File: src/hdl/ipu_pkg.sv
// constants, register map and types of the interrupt enable and priority unit
// assumes one core clock domain and a 32-bit Avalon-MM register port

package ipu_pkg;
	// ***************************************************************
	// sources and levels
	// ***************************************************************
	localparam int IPU_NSRC = 6;
	localparam int IPU_IDX_W = 3;
	localparam int IPU_NLVL = 4;
	localparam int IPU_LVL_W = 2;
	// source index equals enable/priority bit and polling order
	localparam int IPU_SRC_EXT0 = 0;
	localparam int IPU_SRC_TIMER0 = 1;
	localparam int IPU_SRC_EXT1 = 2;
	localparam int IPU_SRC_TIMER1 = 3;
	localparam int IPU_SRC_SERIAL = 4;
	localparam int IPU_SRC_TIMER2 = 5;
	localparam int IPU_GATE_BIT = 7;
	localparam logic [IPU_NSRC-1:0][7:0] IPU_VECTORS = {
		8'h2b, 8'h23, 8'h1b, 8'h13, 8'h0b, 8'h03};

	// ***************************************************************
	// register map: word index, byte address is four times it
	// ***************************************************************
	localparam int IPU_ADDR_W = 10;
	localparam logic [7:0] IPU_IDX_ENABLE = 8'ha8;
	localparam logic [7:0] IPU_IDX_PRIO_HI = 8'hb7;
	localparam logic [7:0] IPU_IDX_PRIO_LO = 8'hb8;
	localparam logic [7:0] IPU_IDX_STATUS = 8'hc0;
	localparam logic [7:0] IPU_IDX_MASK = 8'hc1;
	localparam logic [7:0] IPU_ENABLE_IMPL = 8'hbf;
	localparam logic [7:0] IPU_PRIO_IMPL = 8'h3f;
	localparam logic [7:0] IPU_ENABLE_RST = 8'h00;
	localparam logic [7:0] IPU_PRIO_RST = 8'h00;

	// ***************************************************************
	// status events
	// ***************************************************************
	localparam int IPU_NEVT = 3;
	localparam int IPU_EVT_TAKEN = 0;
	localparam int IPU_EVT_NESTED = 1;
	localparam int IPU_EVT_BADRET = 2;
	localparam logic [IPU_NEVT-1:0] IPU_MASK_RST = 3'h0;

	typedef enum logic [1:0] {
		IPU_BUS_IDLE = 2'b01,
		IPU_BUS_ANSWER = 2'b10
	} ipu_bus_state_t;
endpackage

File: src/hdl/ipu_prio_select.sv
// winner selection among eligible sources by level, then polling order
// assumes eligibility already gated by the enables; purely combinational
`timescale 1ns/1ps

module ipu_prio_select #(
	parameter int NSRC = ipu_pkg::IPU_NSRC
) (
	input wire logic [NSRC-1:0] elig,
	input wire logic [NSRC-1:0] prioHi,
	input wire logic [NSRC-1:0] prioLo,
	output logic anyWin,
	output logic [ipu_pkg::IPU_IDX_W-1:0] winIdx,
	output logic [ipu_pkg::IPU_LVL_W-1:0] winLevel
);
	logic [ipu_pkg::IPU_LVL_W-1:0] srcLevel [NSRC];

	// ***************************************************************
	// per-source level from the bit pair
	// ***************************************************************
	genvar k;
	generate
		for (k = 0; k < NSRC; k++) begin : g_lvl
			assign srcLevel[k] = {prioHi[k], prioLo[k]};
		end
	endgenerate

	// scan from last in polling order so the earlier source wins a tie
	always_comb begin
		anyWin = 1'b0;
		winIdx = '0;
		winLevel = '0;
		for (int i = NSRC - 1; i >= 0; i--) begin
			if (elig[i] && (!anyWin || srcLevel[i] >= winLevel)) begin
				anyWin = 1'b1;
				winIdx = ipu_pkg::IPU_IDX_W'(i);
				winLevel = srcLevel[i];
			end
		end
	end
endmodule

File: src/hdl/ipu_event_status.sv
// sticky event status with read clear, mask and one level interrupt
// assumes event pulses and the read clear are in the sys_clk domain
`timescale 1ns/1ps

module ipu_event_status #(
	parameter int NEVT = ipu_pkg::IPU_NEVT
) (
	input wire logic sys_clk,
	input wire logic rst,
	input wire logic [NEVT-1:0] evtPulse,
	input wire logic readClear,
	input wire logic [NEVT-1:0] evtMask,
	output logic [NEVT-1:0] status,
	output logic irqOut
);
	// an event in the clearing cycle survives the clear
	wire [NEVT-1:0] next_status = (status & ~{NEVT{readClear}}) | evtPulse;

	// status and interrupt level, both registered
	always_ff @(posedge sys_clk or posedge rst) begin
		if (rst) begin
			status <= '0;
			irqOut <= 1'b0;
		end else begin
			status <= next_status;
			irqOut <= |(next_status & evtMask);
		end
	end
endmodule

File: src/hdl/ipu_top.sv
// interrupt enable and priority unit: registers, gating, selection, nesting
// assumes sources hold requests as levels and the core pulses ack and return
//
// How it works
// gate bit 7 low blocks every request; high lets each enable decide
// enable bit 5 passes or blocks the timer 2 request
// enable bit 4 passes or blocks the serial port request
// enable bit 3 passes or blocks the timer 1 request
// enable bit 2 passes or blocks the external 1 request
// enable bit 1 passes or blocks the timer 0 request
// enable bit 0 passes or blocks the external 0 request
// unimplemented bits are not stored; software must write them as zero
// low priority register bits 5..0: timer2, serial, timer1, ext1, timer0, ext0
// high priority register uses the same bit order as the low one
// a source's level pairs its high bit with its low bit
// pair 00 is level 0 lowest up to 11 level 3 highest
// equal levels resolve by polling order; vectors 03h to 2Bh step 8
// only a strictly higher level preempts a running handler
//
// Register access over Avalon-MM was decided locally.
`timescale 1ns/1ps

module ipu_top #(
	parameter int NSRC = ipu_pkg::IPU_NSRC
) (
	input wire logic sys_clk,
	input wire logic rst,
	input wire logic [ipu_pkg::IPU_ADDR_W-1:0] avs_address,
	input wire logic avs_read,
	input wire logic avs_write,
	input wire logic [31:0] avs_writedata,
	input wire logic [3:0] avs_byteenable,
	output logic [31:0] avs_readdata,
	output logic avs_waitrequest,
	output logic irq,
	input wire logic [NSRC-1:0] srcReq,
	input wire logic coreAck,
	input wire logic coreReturn,
	output logic coreIrqReq,
	output logic [7:0] coreIrqVector,
	output logic [ipu_pkg::IPU_LVL_W-1:0] coreIrqLevel,
	output logic [ipu_pkg::IPU_NLVL-1:0] activeLevels
);
	// ***************************************************************
	// declarations
	// ***************************************************************
	ipu_pkg::ipu_bus_state_t busState;
	logic [7:0] enReg;
	logic [7:0] prioHiReg;
	logic [7:0] prioLoReg;
	logic [ipu_pkg::IPU_NEVT-1:0] evtMask;
	logic [ipu_pkg::IPU_NEVT-1:0] evtStatus;
	logic [ipu_pkg::IPU_IDX_W-1:0] reqIdx;
	logic [NSRC-1:0] elig;
	logic anyWin;
	logic [ipu_pkg::IPU_IDX_W-1:0] winIdx;
	logic [ipu_pkg::IPU_LVL_W-1:0] winLevel;
	logic intrLevel;

	// ***************************************************************
	// register bus decode
	// ***************************************************************
	wire [7:0] wordIdx = avs_address[ipu_pkg::IPU_ADDR_W-1:2];
	wire selEnable = (wordIdx == ipu_pkg::IPU_IDX_ENABLE);
	wire selPrioHi = (wordIdx == ipu_pkg::IPU_IDX_PRIO_HI);
	wire selPrioLo = (wordIdx == ipu_pkg::IPU_IDX_PRIO_LO);
	wire selStatus = (wordIdx == ipu_pkg::IPU_IDX_STATUS);
	wire selMask = (wordIdx == ipu_pkg::IPU_IDX_MASK);
	wire busReq = avs_read || avs_write;
	wire inIdle = (busState == ipu_pkg::IPU_BUS_IDLE);
	wire inAnswer = (busState == ipu_pkg::IPU_BUS_ANSWER);
	// writes land on the edge that sees waitrequest low
	wire wrLane = inAnswer && avs_write && avs_byteenable[0];
	wire wrEnable = wrLane && selEnable;
	wire wrPrioHi = wrLane && selPrioHi;
	wire wrPrioLo = wrLane && selPrioLo;
	wire wrMask = wrLane && selMask;
	// clear on capture so no event slips between capture and clear
	wire readClear = inIdle && avs_read && selStatus;
	wire [7:0] statusByte = 8'(evtStatus);
	wire [7:0] maskByte = 8'(evtMask);
	// unmapped words read zero
	wire [7:0] rdMux = selEnable ? enReg :
		selPrioHi ? prioHiReg :
		selPrioLo ? prioLoReg :
		selStatus ? statusByte :
		selMask ? maskByte : 8'h00;

	// ***************************************************************
	// bus handshake: one wait cycle, then one answer cycle
	// ***************************************************************
	always_ff @(posedge sys_clk or posedge rst) begin
		if (rst) begin
			busState <= ipu_pkg::IPU_BUS_IDLE;
			avs_waitrequest <= 1'b1;
			avs_readdata <= '0;
		end else begin
			case (busState)
				ipu_pkg::IPU_BUS_IDLE: begin
					if (busReq) begin
						busState <= ipu_pkg::IPU_BUS_ANSWER;
						avs_waitrequest <= 1'b0;
						avs_readdata <= {24'h000000, rdMux};
					end
				end
				ipu_pkg::IPU_BUS_ANSWER: begin
					busState <= ipu_pkg::IPU_BUS_IDLE;
					avs_waitrequest <= 1'b1;
				end
				default: begin
					busState <= ipu_pkg::IPU_BUS_IDLE;
					avs_waitrequest <= 1'b1;
				end
			endcase
		end
	end

	// ***************************************************************
	// software registers
	// ***************************************************************
	// reserved bits are dropped, so they always read zero
	always_ff @(posedge sys_clk or posedge rst) begin
		if (rst) begin
			enReg <= ipu_pkg::IPU_ENABLE_RST;
			prioHiReg <= ipu_pkg::IPU_PRIO_RST;
			prioLoReg <= ipu_pkg::IPU_PRIO_RST;
			evtMask <= ipu_pkg::IPU_MASK_RST;
		end else begin
			if (wrEnable)
				enReg <= avs_writedata[7:0] & ipu_pkg::IPU_ENABLE_IMPL;
			if (wrPrioHi)
				prioHiReg <= avs_writedata[7:0] & ipu_pkg::IPU_PRIO_IMPL;
			if (wrPrioLo)
				prioLoReg <= avs_writedata[7:0] & ipu_pkg::IPU_PRIO_IMPL;
			if (wrMask)
				evtMask <= avs_writedata[ipu_pkg::IPU_NEVT-1:0];
		end
	end

	// ***************************************************************
	// gating and selection
	// ***************************************************************
	wire gateOpen = enReg[ipu_pkg::IPU_GATE_BIT];
	genvar k;
	generate
		for (k = 0; k < NSRC; k++) begin : g_gate
			// enable bit k gates source k
			assign elig[k] = gateOpen && enReg[k] && srcReq[k];
		end
	endgenerate

	ipu_prio_select #(
		.NSRC(NSRC)
	) u_select (
		.elig(elig),
		.prioHi(prioHiReg[NSRC-1:0]),
		.prioLo(prioLoReg[NSRC-1:0]),
		.anyWin(anyWin),
		.winIdx(winIdx),
		.winLevel(winLevel)
	);

	// ***************************************************************
	// handler nesting: one in-service bit per level
	// ***************************************************************
	wire anyActive = |activeLevels;
	wire [ipu_pkg::IPU_LVL_W-1:0] curLevel = activeLevels[3] ? 2'h3 :
		activeLevels[2] ? 2'h2 :
		activeLevels[1] ? 2'h1 : 2'h0;
	wire ackTake = coreAck && coreIrqReq;
	wire doPop = coreReturn && anyActive;
	wire [ipu_pkg::IPU_NLVL-1:0] popMask = doPop ? 4'(4'h1 << curLevel) : 4'h0;
	wire [ipu_pkg::IPU_NLVL-1:0] pushMask = ackTake ? 4'(4'h1 << coreIrqLevel) : 4'h0;
	wire [ipu_pkg::IPU_NLVL-1:0] next_active = (activeLevels & ~popMask) | pushMask;
	// strictly higher level only; ack cycle masked so a taken request is not repeated
	wire preemptOk = !anyActive || (winLevel > curLevel);
	wire next_req = anyWin && preemptOk && !ackTake;

	// in-service levels and the registered request to the core
	always_ff @(posedge sys_clk or posedge rst) begin
		if (rst) begin
			activeLevels <= '0;
			coreIrqReq <= 1'b0;
			coreIrqVector <= '0;
			coreIrqLevel <= '0;
			reqIdx <= '0;
		end else begin
			activeLevels <= next_active;
			coreIrqReq <= next_req;
			coreIrqVector <= ipu_pkg::IPU_VECTORS[winIdx];
			coreIrqLevel <= winLevel;
			reqIdx <= winIdx;
		end
	end

	// ***************************************************************
	// events and the bus interrupt
	// ***************************************************************
	wire [ipu_pkg::IPU_NEVT-1:0] evtPulse = {coreReturn && !anyActive,
		ackTake && anyActive, ackTake};

	ipu_event_status #(
		.NEVT(ipu_pkg::IPU_NEVT)
	) u_status (
		.sys_clk(sys_clk),
		.rst(rst),
		.evtPulse(evtPulse),
		.readClear(readClear),
		.evtMask(evtMask),
		.status(evtStatus),
		.irqOut(intrLevel)
	);

	// irq itself is the flop inside the status block
	assign irq = intrLevel;

	// ***************************************************************
	// assertions
	// ***************************************************************
	property p_gate_off;
		@(posedge sys_clk) disable iff (rst)
		!enReg[ipu_pkg::IPU_GATE_BIT] |=> !coreIrqReq;
	endproperty
	a_gate_off: assert property (p_gate_off) else $error("request with gate closed");

	generate
		for (k = 0; k < NSRC; k++) begin : g_chk
			property p_src_block;
				@(posedge sys_clk) disable iff (rst)
				!enReg[k] |=> !(coreIrqReq && coreIrqVector == ipu_pkg::IPU_VECTORS[k]);
			endproperty
			a_src_block: assert property (p_src_block) else $error("disabled source granted");
		end
	endgenerate

	property p_resv_zero;
		@(posedge sys_clk) disable iff (rst)
		((enReg & ~ipu_pkg::IPU_ENABLE_IMPL) == 8'h00) &&
		(((prioHiReg | prioLoReg) & ~ipu_pkg::IPU_PRIO_IMPL) == 8'h00);
	endproperty
	a_resv_zero: assert property (p_resv_zero) else $error("reserved bit stored");

	property p_lo_write;
		@(posedge sys_clk) disable iff (rst)
		wrPrioLo |=> prioLoReg == ($past(avs_writedata[7:0]) & ipu_pkg::IPU_PRIO_IMPL);
	endproperty
	a_lo_write: assert property (p_lo_write) else $error("low priority write lost");

	property p_hi_write;
		@(posedge sys_clk) disable iff (rst)
		wrPrioHi |=> prioHiReg == ($past(avs_writedata[7:0]) & ipu_pkg::IPU_PRIO_IMPL);
	endproperty
	a_hi_write: assert property (p_hi_write) else $error("high priority write lost");

	property p_level_pair;
		@(posedge sys_clk) disable iff (rst)
		(coreIrqReq && $stable(prioHiReg) && $stable(prioLoReg)) |->
			coreIrqLevel == {prioHiReg[reqIdx], prioLoReg[reqIdx]};
	endproperty
	a_level_pair: assert property (p_level_pair) else $error("level not from bit pair");

	property p_poll_first;
		@(posedge sys_clk) disable iff (rst)
		(elig[ipu_pkg::IPU_SRC_EXT0] && prioHiReg[0] && prioLoReg[0] && !anyActive && !ackTake)
			|=> coreIrqReq && coreIrqVector == ipu_pkg::IPU_VECTORS[ipu_pkg::IPU_SRC_EXT0];
	endproperty
	a_poll_first: assert property (p_poll_first) else $error("first source lost a tie");

	property p_nest_higher;
		@(posedge sys_clk) disable iff (rst)
		(coreIrqReq && anyActive) |-> coreIrqLevel > curLevel;
	endproperty
	a_nest_higher: assert property (p_nest_higher) else $error("preempt at equal or lower level");

	property p_push_level;
		@(posedge sys_clk) disable iff (rst)
		ackTake |=> activeLevels[$past(coreIrqLevel)] ##1 !coreIrqReq || coreIrqLevel > curLevel;
	endproperty
	a_push_level: assert property (p_push_level) else $error("taken level not in service");
endmodule

File: config.mk
export PLATFORM = sky130hd
export DESIGN_NAME = ipu_top
export DESIGN_NICKNAME = d
export VERILOG_FILES = /design/src/hdl/ipu_pkg.sv /design/src/hdl/ipu_prio_select.sv /design/src/hdl/ipu_event_status.sv /design/src/hdl/ipu_top.sv
export SDC_FILE = /design/constraint.sdc
export NUM_CORES = 1
export LEC_CHECK = 0
export ABC_AREA = 1
export BUFFER_PORTS_ARGS = -buffer_cell sky130_fd_sc_hd__buf_2
export CORE_ASPECT_RATIO = 0.75
export CORE_MARGIN = 5
export CORE_UTILIZATION = 40
export CTS_BUF_LIST = sky130_fd_sc_hd__clkbuf_16
export CTS_CLUSTER_SIZE = 28
export DETAILED_ROUTE_END_ITERATION = 8
export GPL_ROUTABILITY_DRIVEN = 0
export HOLD_SLACK_MARGIN = 0.1
export PLACE_DENSITY = 0.78
export SYNTH_ARGS = -nofsm -noshare
export SYNTH_HDL_FRONTEND = slang
export SYNTH_SLANG_ARGS = --single-unit
File: constraint.sdc
create_clock -name sys_clk -period 16.8 [get_ports sys_clk]
set_clock_uncertainty 0.2 [all_clocks]
set_input_delay 3.36 -clock sys_clk [delete_from_list [all_inputs] [get_ports sys_clk]]
set_output_delay 3.36 -clock sys_clk [all_outputs]
set_load 0.05 [all_outputs]
==> run metrics <==
CTS H-tree depth=2; Period minus WS final=9.00 ns; post_cts resized=0; clock root buffer=clkbuf_16; hold wc startpoint=avs_readdata[3]; Clk Latency, worst-skew pair=~0.28 ns; Worst R2R Start=enReg[7]; Post-Route WL=about 6700 um; CP peak stage delay=~0.30 ns; Critical Path Sink Type=register; Max Buffers Root-to-Sink=2; Overflow after GRT=0; RSZ-0062 raised after global routing=no; Vias per Instance=4.74; cell area power density=about 83 nW/um^2; CP max-delay cell=ha_1; Port Buf Inserts=48; Hold WC Path Type=register to register; post-DP HPWL=approximately 5400 um; Slew headroom=between 60% and 70%; CP most frequent cell=nand2_1; ratio of final minimum period to clock period=between 50% and 60%; power share of the clock group=39.8%; vias=roughly 2500; Die ar.=~9000 sq um; placed cell area=around 3100 sq um; Avg WL per Cell=approximately 13 um; Max VDD drop=roughly 0.040 mV; FF/Latch Area=approximately 1200 sq um; status=finished clean; first-pass GRT wire length=~11000 um; most frequent cells in the layout=nand2_1 (97), inv_1 (53), buf_2 (48); leakage power=about 1.8 nW; WHS Endpoint=avs_readdata[3]; Initial Utilization=41.7%; register area share after synthesis=39.9%; Internal Pwr Total=between 0.00015 and 0.0002 W; highest clock rate=111 MHz; 1st-iter DRT viols=about 150; NetSw=around 0.000080 W; Avg Inst Size Synth=7.70 sq um; drt pass-1 iters=5; Area Growth Syn to Fin=13.8%; setup TNS=0 ns; Num CTS Buffers=5; worst r2r path cells=between 40 and 50; Tot Pwr=0.000272 W; nets=roughly 500; fin area=between 3000 and 4000 sq um; measured slew at the worst slew-check pin=roughly 0.58 ns; top_reg_cell synth=dfrtp_1; reg2reg setup slack=10.41 ns; num rows=26; EDFF count, synth=0; Die H=about 84 um; power share of the combinational group=about 17%; # diodes=0; endpoint of the worst register-to-register path=coreIrqReq; filler cell count=approximately 690; sequential group share of total power=~44%; Max Cap Viol=0; Residual DRC=0; Clock transition at path regs=0.06 ns; WP data required=between 15 and 20 ns; antenna violations before repair=0; core box area=between 6000 and 7000 sq um; # IOs=roughly 110; Tot GR Track Use=roughly 16%; total setup buffers inserted after CTS=0; TritonCTS Sinks=46; vias in the first global route=~2500; largest net degree at the start of global routing=47; multi-input logic area=~1400 sq um; post-synthesis cell count=375; CTS Hold Buffers Added=0; crit path DAT=8.97 ns; Yosys reg bits=46; Routed Antenna Nets=0; switch share=between 20% and 30%; Synth cell types=33; async set-reset flop share out of synthesis=100%; CP Class=input pin to register; Max FO, Critical Path=7; Cell Area, Synth=~2900 sq um; Die W=108 um; final setup vio count=0; Hold Path Stages=2; layout cells sized above 1=between 20% and 30%; Startpoint Class=input pin; Final Hold Viols=0; Slew Limit Fails=0; most common cell after layout, fill and taps aside=nand2_1; CTS tree=built; synth warn=0
## flip-flops by register name, summed over array words and instances, names as in the netlist, 3 cells and up
name	flops
prioLoReg	6
activeLevels	4
u_status.status	3
evtMask	3
enReg	7
coreIrqVector	4
avs_readdata	7
prioHiReg	6
## kinds of logic (layout without fill, tap and decap cells)
family | count (synthesis) | count (layout) | synth area share (%)
simple gates | 173 | 173 | 29.4
other cells | 2 | 29 | 0.260
compound gates | 52 | 52 | 9.74
buf+inv | 90 | 114 | 15.5
flops | 46 | 46 | 39.9
fa+ha+maj | 12 | 12 | 5.20
## synth_stat cells (5+ instances only)
cell	number	area share, %
nor2_1	14	1.8
nand2_1	97	13
nand3_1	20	3.5
nand3_2	7	2.4
o21ai_0	37	6.4
dfrtp_1	45	39
buf_4	29	7.5
nand2_2	9	1.9
ha_1	12	5.2
inv_1	54	7.0
o21ai_1	5	0.87
## power groups by stage
stage	Clock (W)	Combinational (W)	Sequential [W]
after floorplan	0	0.0000342	0.000126
after CTS	0.000110	0.0000455	0.000118
after detailed placement	0	0.0000453	0.000120
after global placement	0	0.0000443	0.000120
after global routing	0.000115	0.0000500	0.000119
final	0.000108	0.0000454	0.000118
## layout make-up
| class | instances | share of cell area [%] |
|---|---|---|
| inverters | 58 | 6.62 |
| clock inverters | 2 | 1.03 |
| well taps | 98 | 3.73 |
| multi-input cells | 266 | 42.2 |
| clock buffers | 5 | 3.81 |
| flip-flops and latches | 46 | 35.0 |
| repair buffers | 49 | 7.53 |
## routing by layer
| layer | share of wire (%) | GRT usage [%] |
|---|---|---|
| met5 | 0 | 0 |
| met4 | 0.74 | 2.98 |
| met1 | 43 | 20.3 |
| met2 | 49 | 26.1 |
| met3 | 7.1 | 3.87 |
## critical path: cells and delay by family
| family | cells | cell delay (ns) |
|---|---|---|
| buffers and inverters | 7 | 0.52 |
| adders and majority gates | 6 | 1.63 |
| and+or+nand+nor | 25 | 2.40 |
| AOI/OAI and AO/OA | 6 | 1.04 |
## metrics by stage
stage               cells  worst slack [ns]  util (%)  hold WS, ns
detailed placement    517              7.58      45.2        0.261
CTS                   524              7.77      47.5        0.277
floorplan             402              8.36         -        0.253
global placement      517              7.88      45.2        0.260
global route          524              7.12      47.5        0.297
finish                524              7.80      47.5        0.273
## how the worst max path moves through the flow
| stage | from | end | slack [ns] | cells past startpoint |
|---|---|---|---|---|
| final | srcReq[5] | coreIrqReq | 7.80 | 44 |
| after global placement | srcReq[5] | coreIrqReq | 7.88 | 45 |
| after floorplan | srcReq[5] | coreIrqReq | 8.36 | 43 |
| after CTS | srcReq[5] | coreIrqReq | 7.77 | 44 |
| after global routing | srcReq[5] | coreIrqReq | 7.12 | 44 |
| after detailed placement | srcReq[5] | coreIrqReq | 7.58 | 45 |
(Power assumes the default switching activity.)
